## config.mk

```make
export PLATFORM = sky130hd
export DESIGN_NAME = itc_top
export DESIGN_NICKNAME = d
export VERILOG_FILES = /design/src/itc_pkg.sv /design/src/itc_counter.sv /design/src/itc_top.sv
export VERILOG_INCLUDE_DIRS = /design/src
export SDC_FILE = /design/constraint.sdc
export NUM_CORES = 1
export LEC_CHECK = 0
export BUFFER_PORTS_ARGS = -buffer_cell sky130_fd_sc_hd__buf_2
export CAP_MARGIN = 20
export CORE_UTILIZATION = 35
export CTS_CLUSTER_SIZE = 20
export DETAILED_ROUTE_END_ITERATION = 16
export SLEW_MARGIN = 25
export SYNTH_ARGS = -nofsm -noshare
export SYNTH_HDL_FRONTEND = slang
export SYNTH_SLANG_ARGS = --single-unit
```

## constraint.sdc

```tcl
create_clock -name clk_i -period 4.4 [get_ports clk_i]
set_input_delay 0.88 -clock clk_i [delete_from_list [all_inputs] [get_ports clk_i]]
set_output_delay 0.88 -clock clk_i [all_outputs]
set_load 0.005 [all_outputs]
```

## src/itc_defs.svh

```systemverilog
/*
  register offsets, field positions and reset values of the interval
  timer control block.
  assumes: included by bare name from the package, the monitor and the testbench.
*/
`ifndef ITC_DEFS_SVH
`define ITC_DEFS_SVH

// ------------------------------------------------------------
// register byte addresses
// ------------------------------------------------------------
`define ITC_OFS_CTRL_WORD 8'h40
`define ITC_OFS_CNT0 8'h44
`define ITC_OFS_CNT1 8'h48
`define ITC_OFS_CNT2 8'h4C
`define ITC_OFS_DELAY 8'h78
`define ITC_OFS_SYS_PORT 8'h80
`define ITC_OFS_IRQ_STAT 8'h84
`define ITC_OFS_IRQ_MASK 8'h88

// ------------------------------------------------------------
// field positions and values
// ------------------------------------------------------------
`define ITC_SEL_HI 7
`define ITC_SEL_LO 6
`define ITC_ACC_HI 5
`define ITC_ACC_LO 4
`define ITC_MODE_HI 3
`define ITC_MODE_LO 1
`define ITC_BCD_BIT 0
`define ITC_SEL_READBACK 2'h3
`define ITC_ACC_LATCH 2'h0
`define ITC_ACC_LSB 2'h1
`define ITC_ACC_MSB 2'h2
`define ITC_ACC_BOTH 2'h3
`define ITC_SYS_RESET 8'h00
`define ITC_SYS_WR_MASK 8'h0F
`define ITC_DELAY_RESET 16'h0000
`define ITC_REFRESH_DIV 8'h0E
`define ITC_IRQ_BITS 3

`endif

```

## src/itc_pkg.sv

```systemverilog
/*
  types of the interval timer control block.
  assumes: itc_defs.svh is on the include path.
*/
package itc_pkg;
  `include "itc_defs.svh"

  typedef enum logic [2:0] {
    ITC_M0 = 3'b000,
    ITC_M1 = 3'b001,
    ITC_M2 = 3'b010,
    ITC_M3 = 3'b011,
    ITC_M4 = 3'b100,
    ITC_M5 = 3'b101
  } itc_mode_t;

  typedef enum logic [1:0] {
    ITC_ACC_ST_LOW = 2'b00,
    ITC_ACC_ST_HIGH = 2'b01
  } itc_byte_st_t;
endpackage

```

## src/itc_counter.sv

```systemverilog
/*
  one 16-bit timer counter channel, binary or bcd, modes 0 to 5.
  assumes: control and byte writes arrive as one-cycle strobes;
  the count clock is the block clock.
*/
`timescale 1ns/1ps
module itc_counter
  import itc_pkg::*;
(
  input wire logic clk_i,
  input wire logic reset_n_i,
  input wire logic ctrl_we_i,
  input wire logic [5:0] ctrl_i,
  input wire logic latch_i,
  input wire logic data_we_i,
  input wire logic data_re_i,
  input wire logic [7:0] data_i,
  input wire logic gate_i,
  output logic [7:0] data_o,
  output logic [7:0] status_o,
  output logic out_o,
  output logic wrap_o
);
  logic [1:0] acc_r;
  itc_mode_t mode_r;
  logic bcd_r;
  logic [15:0] init_r;
  logic [15:0] cnt_r;
  logic [15:0] latch_r;
  logic latched_r;
  logic wr_hi_r;
  logic rd_hi_r;
  logic null_r;
  logic load_r;
  logic armed_r;
  logic gate_d_r;
  logic out_r;
  logic [15:0] dec;
  logic [15:0] dec2;
  logic [15:0] cnt_src;
  logic gate_rise;
  logic one;

  function automatic logic [15:0] sub1(input logic [15:0] v,
                                       input logic b);
    logic [15:0] r;
    r = v - 16'h0001;
    if (b) begin
      if (v[3:0] == 4'h0) r[3:0] = 4'h9;
      if (v[3:0] == 4'h0 && v[7:4] == 4'h0) r[7:4] = 4'h9;
      if (v[7:0] == 8'h00 && v[11:8] == 4'h0) r[11:8] = 4'h9;
      if (v[11:0] == 12'h000 && v[15:12] == 4'h0) r[15:12] = 4'h9;
      if (v[3:0] != 4'h0) r = {v[15:4], v[3:0] - 4'h1};
      else if (v[7:4] != 4'h0) r = {v[15:8], v[7:4] - 4'h1, 4'h9};
      else if (v[11:8] != 4'h0) r = {v[15:12], v[11:8] - 4'h1, 8'h99};
      else if (v[15:12] != 4'h0) r = {v[15:12] - 4'h1, 12'h999};
      else r = 16'h9999;
    end
    return r;
  endfunction

  assign gate_rise = gate_i && !gate_d_r;
  assign dec = sub1(cnt_r, bcd_r);
  assign dec2 = sub1(dec, bcd_r);
  assign one = (cnt_r == 16'h0001);
  assign cnt_src = (mode_r == ITC_M3) ? dec2 : dec;

  // ------------------------------------------------------------
  // control word and count loading
  // ------------------------------------------------------------
  // load on write
  always_ff @(posedge clk_i) begin
    if (!reset_n_i) begin
      acc_r <= `ITC_ACC_BOTH;
      mode_r <= ITC_M0;
      bcd_r <= 1'b0;
      init_r <= 16'h0000;
      wr_hi_r <= 1'b0;
      null_r <= 1'b1;
      load_r <= 1'b0;
    end else begin
      load_r <= 1'b0;
      if (ctrl_we_i) begin
        acc_r <= ctrl_i[5:4];
        if (ctrl_i[2]) mode_r <= itc_mode_t'({1'b0, 1'b1, ctrl_i[1]});
        else mode_r <= itc_mode_t'(ctrl_i[3:1]);
        bcd_r <= ctrl_i[0];
        wr_hi_r <= 1'b0;
        null_r <= 1'b1;
      end else if (data_we_i) begin
        unique case (acc_r)
          `ITC_ACC_LSB: begin
            init_r <= {8'h00, data_i};
            load_r <= 1'b1;
          end
          `ITC_ACC_MSB: begin
            init_r <= {data_i, 8'h00};
            load_r <= 1'b1;
          end
          default: begin
            if (!wr_hi_r) begin
              init_r[7:0] <= data_i;
            end else begin
              init_r[15:8] <= data_i;
              load_r <= 1'b1;
            end
            wr_hi_r <= !wr_hi_r;
          end
        endcase
        null_r <= 1'b1;
      end
      if (load_r) null_r <= 1'b0;
    end
  end

  // ------------------------------------------------------------
  // counting engine
  // ------------------------------------------------------------
  // mode behaviour
  always_ff @(posedge clk_i) begin
    if (!reset_n_i) begin
      cnt_r <= 16'h0000;
      armed_r <= 1'b0;
      gate_d_r <= 1'b0;
      out_r <= 1'b0;
      wrap_o <= 1'b0;
    end else begin
      gate_d_r <= gate_i;
      wrap_o <= 1'b0;
      if (ctrl_we_i) begin
        out_r <= (ctrl_i[3:1] != 3'b000);
        armed_r <= 1'b0;
      end else begin
        unique case (mode_r)
          ITC_M0, ITC_M4: begin
            if (load_r) begin
              cnt_r <= init_r;
              armed_r <= 1'b1;
              out_r <= (mode_r == ITC_M4);
            end else if (gate_i && armed_r) begin
              cnt_r <= dec;
              if (one) begin
                wrap_o <= 1'b1;
                out_r <= (mode_r == ITC_M0);
                armed_r <= (mode_r == ITC_M0);
              end else if (mode_r == ITC_M4) out_r <= 1'b1;
            end
          end
          ITC_M1, ITC_M5: begin
            if (load_r) armed_r <= 1'b1;
            if (gate_rise && (armed_r || load_r)) begin
              cnt_r <= init_r;
              out_r <= (mode_r == ITC_M5);
            end else begin
              cnt_r <= dec;
              if (one) begin
                wrap_o <= 1'b1;
                out_r <= (mode_r == ITC_M1);
              end else if (mode_r == ITC_M5) out_r <= 1'b1;
            end
          end
          default: begin
            if (load_r && !armed_r || gate_rise) begin
              cnt_r <= init_r;
              armed_r <= 1'b1;
              out_r <= 1'b1;
            end else if (gate_i && armed_r) begin
              if (cnt_r == 16'h0002 || one ||
                  (mode_r == ITC_M3 && cnt_r == 16'h0003)) begin
                cnt_r <= init_r;
                wrap_o <= 1'b1;
                out_r <= (mode_r == ITC_M3) ? !out_r : 1'b1;
              end else begin
                cnt_r <= cnt_src;
                if (mode_r == ITC_M2) out_r <= !(dec == 16'h0001);
              end
            end else if (!gate_i) out_r <= 1'b1;
          end
        endcase
      end
    end
  end

  // ------------------------------------------------------------
  // count latch and read sequencing
  // ------------------------------------------------------------
  always_ff @(posedge clk_i) begin
    if (!reset_n_i) begin
      latch_r <= 16'h0000;
      latched_r <= 1'b0;
      rd_hi_r <= 1'b0;
      data_o <= 8'h00;
      status_o <= 8'h00;
      out_o <= 1'b0;
    end else begin
      out_o <= out_r;
      status_o <= {out_r, null_r, acc_r, mode_r, bcd_r};
      if (latch_i && !latched_r) begin
        latch_r <= cnt_r;
        latched_r <= 1'b1;
      end
      if (ctrl_we_i) rd_hi_r <= 1'b0;
      if (data_re_i) begin
        if (acc_r == `ITC_ACC_BOTH) begin
          rd_hi_r <= !rd_hi_r;
          if (rd_hi_r) latched_r <= 1'b0;
        end else latched_r <= 1'b0;
      end
      if (acc_r == `ITC_ACC_MSB || (acc_r == `ITC_ACC_BOTH && rd_hi_r))
        data_o <= latched_r ? latch_r[15:8] : cnt_r[15:8];
      else
        data_o <= latched_r ? latch_r[7:0] : cnt_r[7:0];
    end
  end
endmodule // itc_counter

```

## src/itc_top.sv

```systemverilog
/*
  interval timer control: control word decode, three counters,
  firmware delay timer and system control port behind apb.
  assumes: apb master per the amba spec, one clock, synchronous reset.
*/
`timescale 1ns/1ps
module itc_top
  import itc_pkg::*;
(
  input wire logic clk_i,
  input wire logic reset_n_i,
  input wire logic psel_i,
  input wire logic penable_i,
  input wire logic pwrite_i,
  input wire logic [7:0] paddr_i,
  input wire logic [31:0] pwdata_i,
  output logic [31:0] prdata_o,
  output logic pready_o,
  output logic pslverr_o,
  input wire logic [1:0] gate_i,
  input wire logic serr_i,
  input wire logic iochk_i,
  output logic [2:0] timer_out_o,
  output logic speaker_o,
  output logic nmi_o,
  output logic irq_o
);
  logic [15:0] delay_r;
  logic [7:0] sys_r;
  logic serr_st_r;
  logic iochk_st_r;
  logic refresh_tog_r;
  logic [7:0] refresh_cnt_r;
  logic [2:0] irq_stat_r;
  logic [2:0] irq_mask_r;
  logic [2:0] rb_r;
  logic wr;
  logic rd;
  logic ctrl_we;
  logic [1:0] sel;
  logic [2:0] cnt_ctrl_we;
  logic [2:0] cnt_latch;
  logic [2:0] cnt_we;
  logic [2:0] cnt_re;
  logic [2:0] cnt_gate;
  logic [2:0] cnt_out;
  logic [2:0] cnt_wrap;
  logic [7:0] cnt_data [3];
  logic [7:0] cnt_stat [3];
  logic [2:0] irq_ev;
  logic [31:0] rdata;
  logic hit;

  assign wr = psel_i && penable_i && pwrite_i;
  assign rd = psel_i && penable_i && !pwrite_i;
  assign ctrl_we = wr && (paddr_i == `ITC_OFS_CTRL_WORD);
  assign sel = pwdata_i[`ITC_SEL_HI:`ITC_SEL_LO];

  // ------------------------------------------------------------
  // control word decode
  // ------------------------------------------------------------
  // target decode
  always_comb begin
    cnt_ctrl_we = 3'b000;
    cnt_latch = 3'b000;
    if (ctrl_we) begin
      if (sel == `ITC_SEL_READBACK) begin
        // read-back: bit 5 low latches count, bits 3:1 pick counters
        if (!pwdata_i[5]) cnt_latch = pwdata_i[3:1];
      end else if (pwdata_i[5:4] == `ITC_ACC_LATCH) begin
        cnt_latch[sel] = 1'b1;
      end else begin
        cnt_ctrl_we[sel] = 1'b1;
      end
    end
  end

  assign cnt_gate = {sys_r[0], gate_i};

  genvar g;
  generate
    for (g = 0; g < 3; g++) begin : g_cnt
      assign cnt_we[g] = wr && (paddr_i == `ITC_OFS_CNT0 + 8'(4 * g));
      assign cnt_re[g] = rd && (paddr_i == `ITC_OFS_CNT0 + 8'(4 * g));
      itc_counter u_cnt (
        .clk_i(clk_i),
        .reset_n_i(reset_n_i),
        .ctrl_we_i(cnt_ctrl_we[g]),
        .ctrl_i(pwdata_i[5:0]),
        .latch_i(cnt_latch[g]),
        .data_we_i(cnt_we[g]),
        .data_re_i(cnt_re[g]),
        .data_i(pwdata_i[7:0]),
        .gate_i(cnt_gate[g]),
        .data_o(cnt_data[g]),
        .status_o(cnt_stat[g]),
        .out_o(cnt_out[g]),
        .wrap_o(cnt_wrap[g])
      );
    end
  endgenerate

  // ------------------------------------------------------------
  // read-back status selection
  // ------------------------------------------------------------
  // status armed
  always_ff @(posedge clk_i) begin
    if (!reset_n_i) begin
      rb_r <= 3'b000;
    end else begin
      if (ctrl_we && sel == `ITC_SEL_READBACK && !pwdata_i[4])
        rb_r <= rb_r | pwdata_i[3:1];
      for (int i = 0; i < 3; i++) begin
        if (cnt_re[i] && rb_r[i]) rb_r[i] <= 1'b0;
      end
    end
  end

  // ------------------------------------------------------------
  // firmware delay timer
  // ------------------------------------------------------------
  // countdown to zero
  always_ff @(posedge clk_i) begin
    if (!reset_n_i) begin
      delay_r <= `ITC_DELAY_RESET;
    end else if (wr && paddr_i == `ITC_OFS_DELAY) begin
      delay_r <= pwdata_i[15:0];
    end else if (delay_r != 16'h0000) begin
      delay_r <= delay_r - 16'h0001;
    end
  end

  // ------------------------------------------------------------
  // system control port
  // ------------------------------------------------------------
  // reset zero
  always_ff @(posedge clk_i) begin
    if (!reset_n_i) begin
      sys_r <= `ITC_SYS_RESET;
    end else if (wr && paddr_i == `ITC_OFS_SYS_PORT) begin
      sys_r <= pwdata_i[7:0] & `ITC_SYS_WR_MASK;
    end
  end

  always_ff @(posedge clk_i) begin
    if (!reset_n_i) begin
      refresh_cnt_r <= 8'h00;
      refresh_tog_r <= 1'b0;
    end else if (refresh_cnt_r == `ITC_REFRESH_DIV) begin
      refresh_cnt_r <= 8'h00;
      refresh_tog_r <= !refresh_tog_r;
    end else begin
      refresh_cnt_r <= refresh_cnt_r + 8'h01;
    end
  end

  always_ff @(posedge clk_i) begin
    if (!reset_n_i) begin
      serr_st_r <= 1'b0;
      iochk_st_r <= 1'b0;
      nmi_o <= 1'b0;
    end else begin
      serr_st_r <= serr_i;
      iochk_st_r <= iochk_i;
      nmi_o <= (serr_i && sys_r[2]) || (iochk_i && sys_r[3]);
    end
  end

  // ------------------------------------------------------------
  // interrupts: counter wraps, sticky, write one to clear
  // ------------------------------------------------------------
  assign irq_ev = cnt_wrap;
  always_ff @(posedge clk_i) begin
    if (!reset_n_i) begin
      irq_stat_r <= 3'b000;
      irq_mask_r <= 3'b000;
      irq_o <= 1'b0;
    end else begin
      if (wr && paddr_i == `ITC_OFS_IRQ_STAT)
        irq_stat_r <= (irq_stat_r & ~pwdata_i[2:0]) | irq_ev;
      else
        irq_stat_r <= irq_stat_r | irq_ev;
      if (wr && paddr_i == `ITC_OFS_IRQ_MASK)
        irq_mask_r <= pwdata_i[2:0];
      irq_o <= |(irq_stat_r & irq_mask_r);
    end
  end

  // ------------------------------------------------------------
  // outputs and apb read path
  // ------------------------------------------------------------
  always_ff @(posedge clk_i) begin
    if (!reset_n_i) begin
      timer_out_o <= 3'b000;
      speaker_o <= 1'b0;
    end else begin
      timer_out_o <= cnt_out;
      speaker_o <= cnt_out[2] && sys_r[1];
    end
  end

  always_comb begin
    rdata = 32'h0000_0000;
    hit = 1'b1;
    unique case (paddr_i)
      `ITC_OFS_CTRL_WORD: rdata = 32'h0000_0000;
      `ITC_OFS_CNT0: rdata = {24'h0, rb_r[0] ? cnt_stat[0] : cnt_data[0]};
      `ITC_OFS_CNT1: rdata = {24'h0, rb_r[1] ? cnt_stat[1] : cnt_data[1]};
      `ITC_OFS_CNT2: rdata = {24'h0, rb_r[2] ? cnt_stat[2] : cnt_data[2]};
      `ITC_OFS_DELAY: rdata = {16'h0000, delay_r};
      `ITC_OFS_SYS_PORT: rdata = {24'h0, serr_st_r, iochk_st_r,
                                  cnt_out[2], refresh_tog_r, sys_r[3:0]};
      `ITC_OFS_IRQ_STAT: rdata = {29'h0, irq_stat_r};
      `ITC_OFS_IRQ_MASK: rdata = {29'h0, irq_mask_r};
      default: hit = 1'b0;
    endcase
  end

  always_ff @(posedge clk_i) begin
    if (!reset_n_i) begin
      prdata_o <= 32'h0000_0000;
      pready_o <= 1'b0;
      pslverr_o <= 1'b0;
    end else begin
      pready_o <= psel_i && !penable_i;
      pslverr_o <= psel_i && !penable_i && !hit;
      if (psel_i && !penable_i && !pwrite_i) prdata_o <= rdata;
    end
  end
endmodule // itc_top

```

==> summary.md <==
| Metric | Value |
|---|---|
| Outcome | `complete, no violations` |
| Hold Fails Final Rpt | `0` |
| Slew margin rel. | `0.3595` |
| Resize count post-CTS | `0` |
| Largest net degree at the start of global routing | `58` |
| Synthesized flop and latch total | `~300` |
| Post-DR vias/cell | `5.917` |
| Die width | `approximately 230 um` |
| Worst-skew pair later-pin latency | `between 0.5 and 0.6 ns` |
| Slowest-stage cell, CP | `dfxtp_1` |
| Combinational Power Share | `0.083` |
| # nets final | `~2300` |
| Layout cells sized above 1 | `0.1101` |
| Setup crit start kind | `flop` |
| Max Cap Violations | `0` |
| Sink Count | `approximately 300` |
| Synth cell types | `104` |
| Initial antenna violation count | `1` |
| Worst-margin pin slew | `between 0.9 and 1 ns` |
| # rows | `83` |
| Seq/Total Area, Yosys | `0.3292` |
| Worst slack, placed | `around 0.65 ns` |
| Worst Path Arrival | `4.11 ns` |
| Most common flop cell mapped by yosys | `dfxtp_1` |
| Clock transition at path regs | `0.06 ns` |
| ANT nets after route | `0` |
| Power per cell area | `321.2 nW/um^2` |
| CTS H-Tree Depth | `2` |
| Final period utilization | `0.8347` |
| CP max stage delay | `~0.61 ns` |
| Final WL | `59550 um` |
| Most common cell after layout, fill and taps aside | `dfxtp_1` |
| Crit-path max FO | `14` |
| DP Cell Count | `2881` |
| Antenna diode count | `0` |
| GRT overflow | `0` |
| Max Root-Sink Buffers | `3` |
| Internal power | `4.827 mW` |
| Synthesized area per cell | `8.050 um^2` |
| Hold crit path type | `flop to flop` |
| Total power | `around 6.5 mW` |
| Final HPWL DP | `42340 um` |
| RSZ-0062 raised after global routing | `no` |
| Initial DRC count | `1644` |
| Sequential Power Share | `0.446` |
| Total die area | `53220 um^2` |
| Highest clock rate | `around 0.27 GHz` |
| P_leak | `7.339 nW` |
| RePlAce Congestion | `0.9333` |
| Commonest non-fill, non-tap cells in the layout | `dfxtp_1 (301), nor2_1 (248), nand2_1 (214), a21oi_1 (157), o21ai_0 (133)` |
| Maximum VDD drop | `0.0002411 V` |
| Switching Fraction | `0.2563` |
| Core area | `51510 um^2` |
| First-pass GRT wire length | `93080 um` |
| Worst setup margin | `~0.73 ns` |
| Number of synthesized flops with an enable pin | `0` |
| Net switching power figure | `1.663 mW` |
| Ports | `between 80 and 90` |
| Worst path cell trace | `inv_1 > ha_1 > nor3b_2 > nand2_1 > nand2_1 > inv_1 > ha_1 > nor3b_1 > a31oi_1 > a311oi_1 > o21ai_1 > o21ai_0 > o211ai_1 > o2111a_1 > a2111oi_1` |
| Pins Over Slew Limit | `0` |
| Max Clock Skew | `between 0.015 and 0.02 ns` |
| Fin cells | `~2900` |
| Cell count after synthesis | `2274` |
| CTS root buffer | `clkbuf_16` |
| DR vias | `between 15000 and 20000` |
| Cell area after synthesis | `18310 um^2` |
| Clk pwr share | `0.471` |
| Minimum clock period | `3.672 ns` |
| Req. time, crit path | `4.84 ns` |
| First-pass DRT Iterations | `6` |
| Routed len/inst | `approximately 20 um` |
| Vias in the first global route | `16210` |
| # hold bufs at CTS | `0` |
| DRC | `0` |
| GRT Util Overall | `0.2187` |
| Synth Warn # | `0` |
| Design area | `just over 20000 um^2` |
| Starting Density | `0.3554` |
| Post-CTS Setup Inserts | `0` |
| FFs w/ async S/R, synth | `0` |
| Placement Cell Area | `approximately 19000 um^2` |
| CP Capture Type | `flop` |
| CTS Buf Count | `35` |
| Filler cells | `5222` |
| Setup TNS | `0 ns` |
| Setup violations, final | `0` |
| TritonCTS clock tree | `done` |
| Critical path class | `flop to flop` |
| IO buf count | `56` |
| DIE HEIGHT | `230.7 um` |
| Area delta synth->final | `10.40%` |
==> cell families after synthesis <==
family	after synthesis	share of synthesized area
and+or+nand+nor	907	0.2532
DFF	301	0.3292
AOI/OAI and AO/OA	585	0.2113
muxes	152	0.1011
adders and majority gates	32	0.02187
buffers and inverters	238	0.05496
xor gates and xnor gates	58	0.02816
other	1	0.0002049
==> sequential cells by signal, summed over array words and instances (netlist names), 6 cells and up <==
register and flops:
g_cnt.u_cnt.init_r 48, g_cnt.u_cnt.cnt_r 48, g_cnt.u_cnt.data_o 24, prdata_o 16, refresh_cnt_r 8, delay_r 16, g_cnt.u_cnt.acc_r 6, g_cnt.u_cnt.mode_r 9
g_cnt.u_cnt.status_o 21, g_cnt.u_cnt.latch_r 48
==> power groups by stage <==
| stage | clock, mW | sequential [mW] | combinational (mW) |
|---|---|---|---|
| 6_report | 3.06 | 2.90 | 0.537 |
| 5_1_grt | 3.22 | 2.90 | 0.591 |
| 4_1_cts | 3.12 | 2.89 | 0.535 |
| 3_5_place_dp | 0 | 2.95 | 0.533 |
| 3_3_place_gp | 0 | 2.95 | 0.519 |
| 2_1_floorplan | 0 | 2.92 | 0.417 |
==> path summary, 6_finish.rpt <==
check	start	endpoint	slack [ns]	cells past startpoint
setup reg to reg	g_cnt[2].u_cnt.cnt_r[1]	g_cnt[2].u_cnt.cnt_r[7]	0.73	15
setup / recovery	g_cnt[2].u_cnt.cnt_r[1]	g_cnt[2].u_cnt.cnt_r[7]	0.73	15
hold / removal	g_cnt[2].u_cnt.wrap_o	irq_stat_r[2]	0.44	2
hold reg to reg	g_cnt[2].u_cnt.wrap_o	irq_stat_r[2]	0.44	2
==> cell usage after synthesis, types with 39 or more instances <==
cell / instances / area [um^2]
dfxtp_1: 301 / 6026
nor2_1: 248 / 930.9
nand2_1: 214 / 803.3
a21oi_1: 158 / 790.8
o21ai_0: 133 / 665.6
clkbuf_1: 132 / 495.5
mux2i_1: 114 / 1141
nand3_1: 95 / 475.5
and2_1: 63 / 394.1
nor3_1: 52 / 260.3
inv_1: 49 / 183.9
a211oi_1: 39 / 292.8
==> per-layer routing <==
layer,vias to the layer above,global-route usage,share of wire
li1,8207,-,-
met1,8421,0.3019,0.45
met2,656,0.3518,0.46
met3,115,0.02779,0.066
met4,2,0.07016,0.025
met5,-,0,0.00022
==> through the flow <==
step	util	hold WS, ns
3_5_place_dp	0.3691	0.4279
6_report	0.3923	0.4392
4_1_cts	0.3921	0.4416
3_3_place_gp	0.3691	0.4294
5_1_grt	0.3923	0.4577
2_1_floorplan	-	0.4130
==> layout make-up <==
cell class / instances / area, um^2 / area share
multi-input combinational: 1750 / 11340 / 0.5614
sequential: 301 / 6026 / 0.2982
clock buffer: 45 / 963.4 / 0.04768
tap: 680 / 850.8 / 0.04210
timing repair buffer: 99 / 605.6 / 0.02997
clock inverter: 15 / 224.0 / 0.01108
inverter: 51 / 193.9 / 0.009597
==> critical path: cells and delay by family, from the launching register on <==
| kind | cells | cell delay (ns) |
|---|---|---|
| simple gates | 4 | 0.62 |
| flops | 1 | 0.61 |
| compound gates | 7 | 1.59 |
| fa+ha+maj | 2 | 0.49 |
| buf+inv | 2 | 0.22 |
No activity file was read; power rests on OpenSTA's default activity.
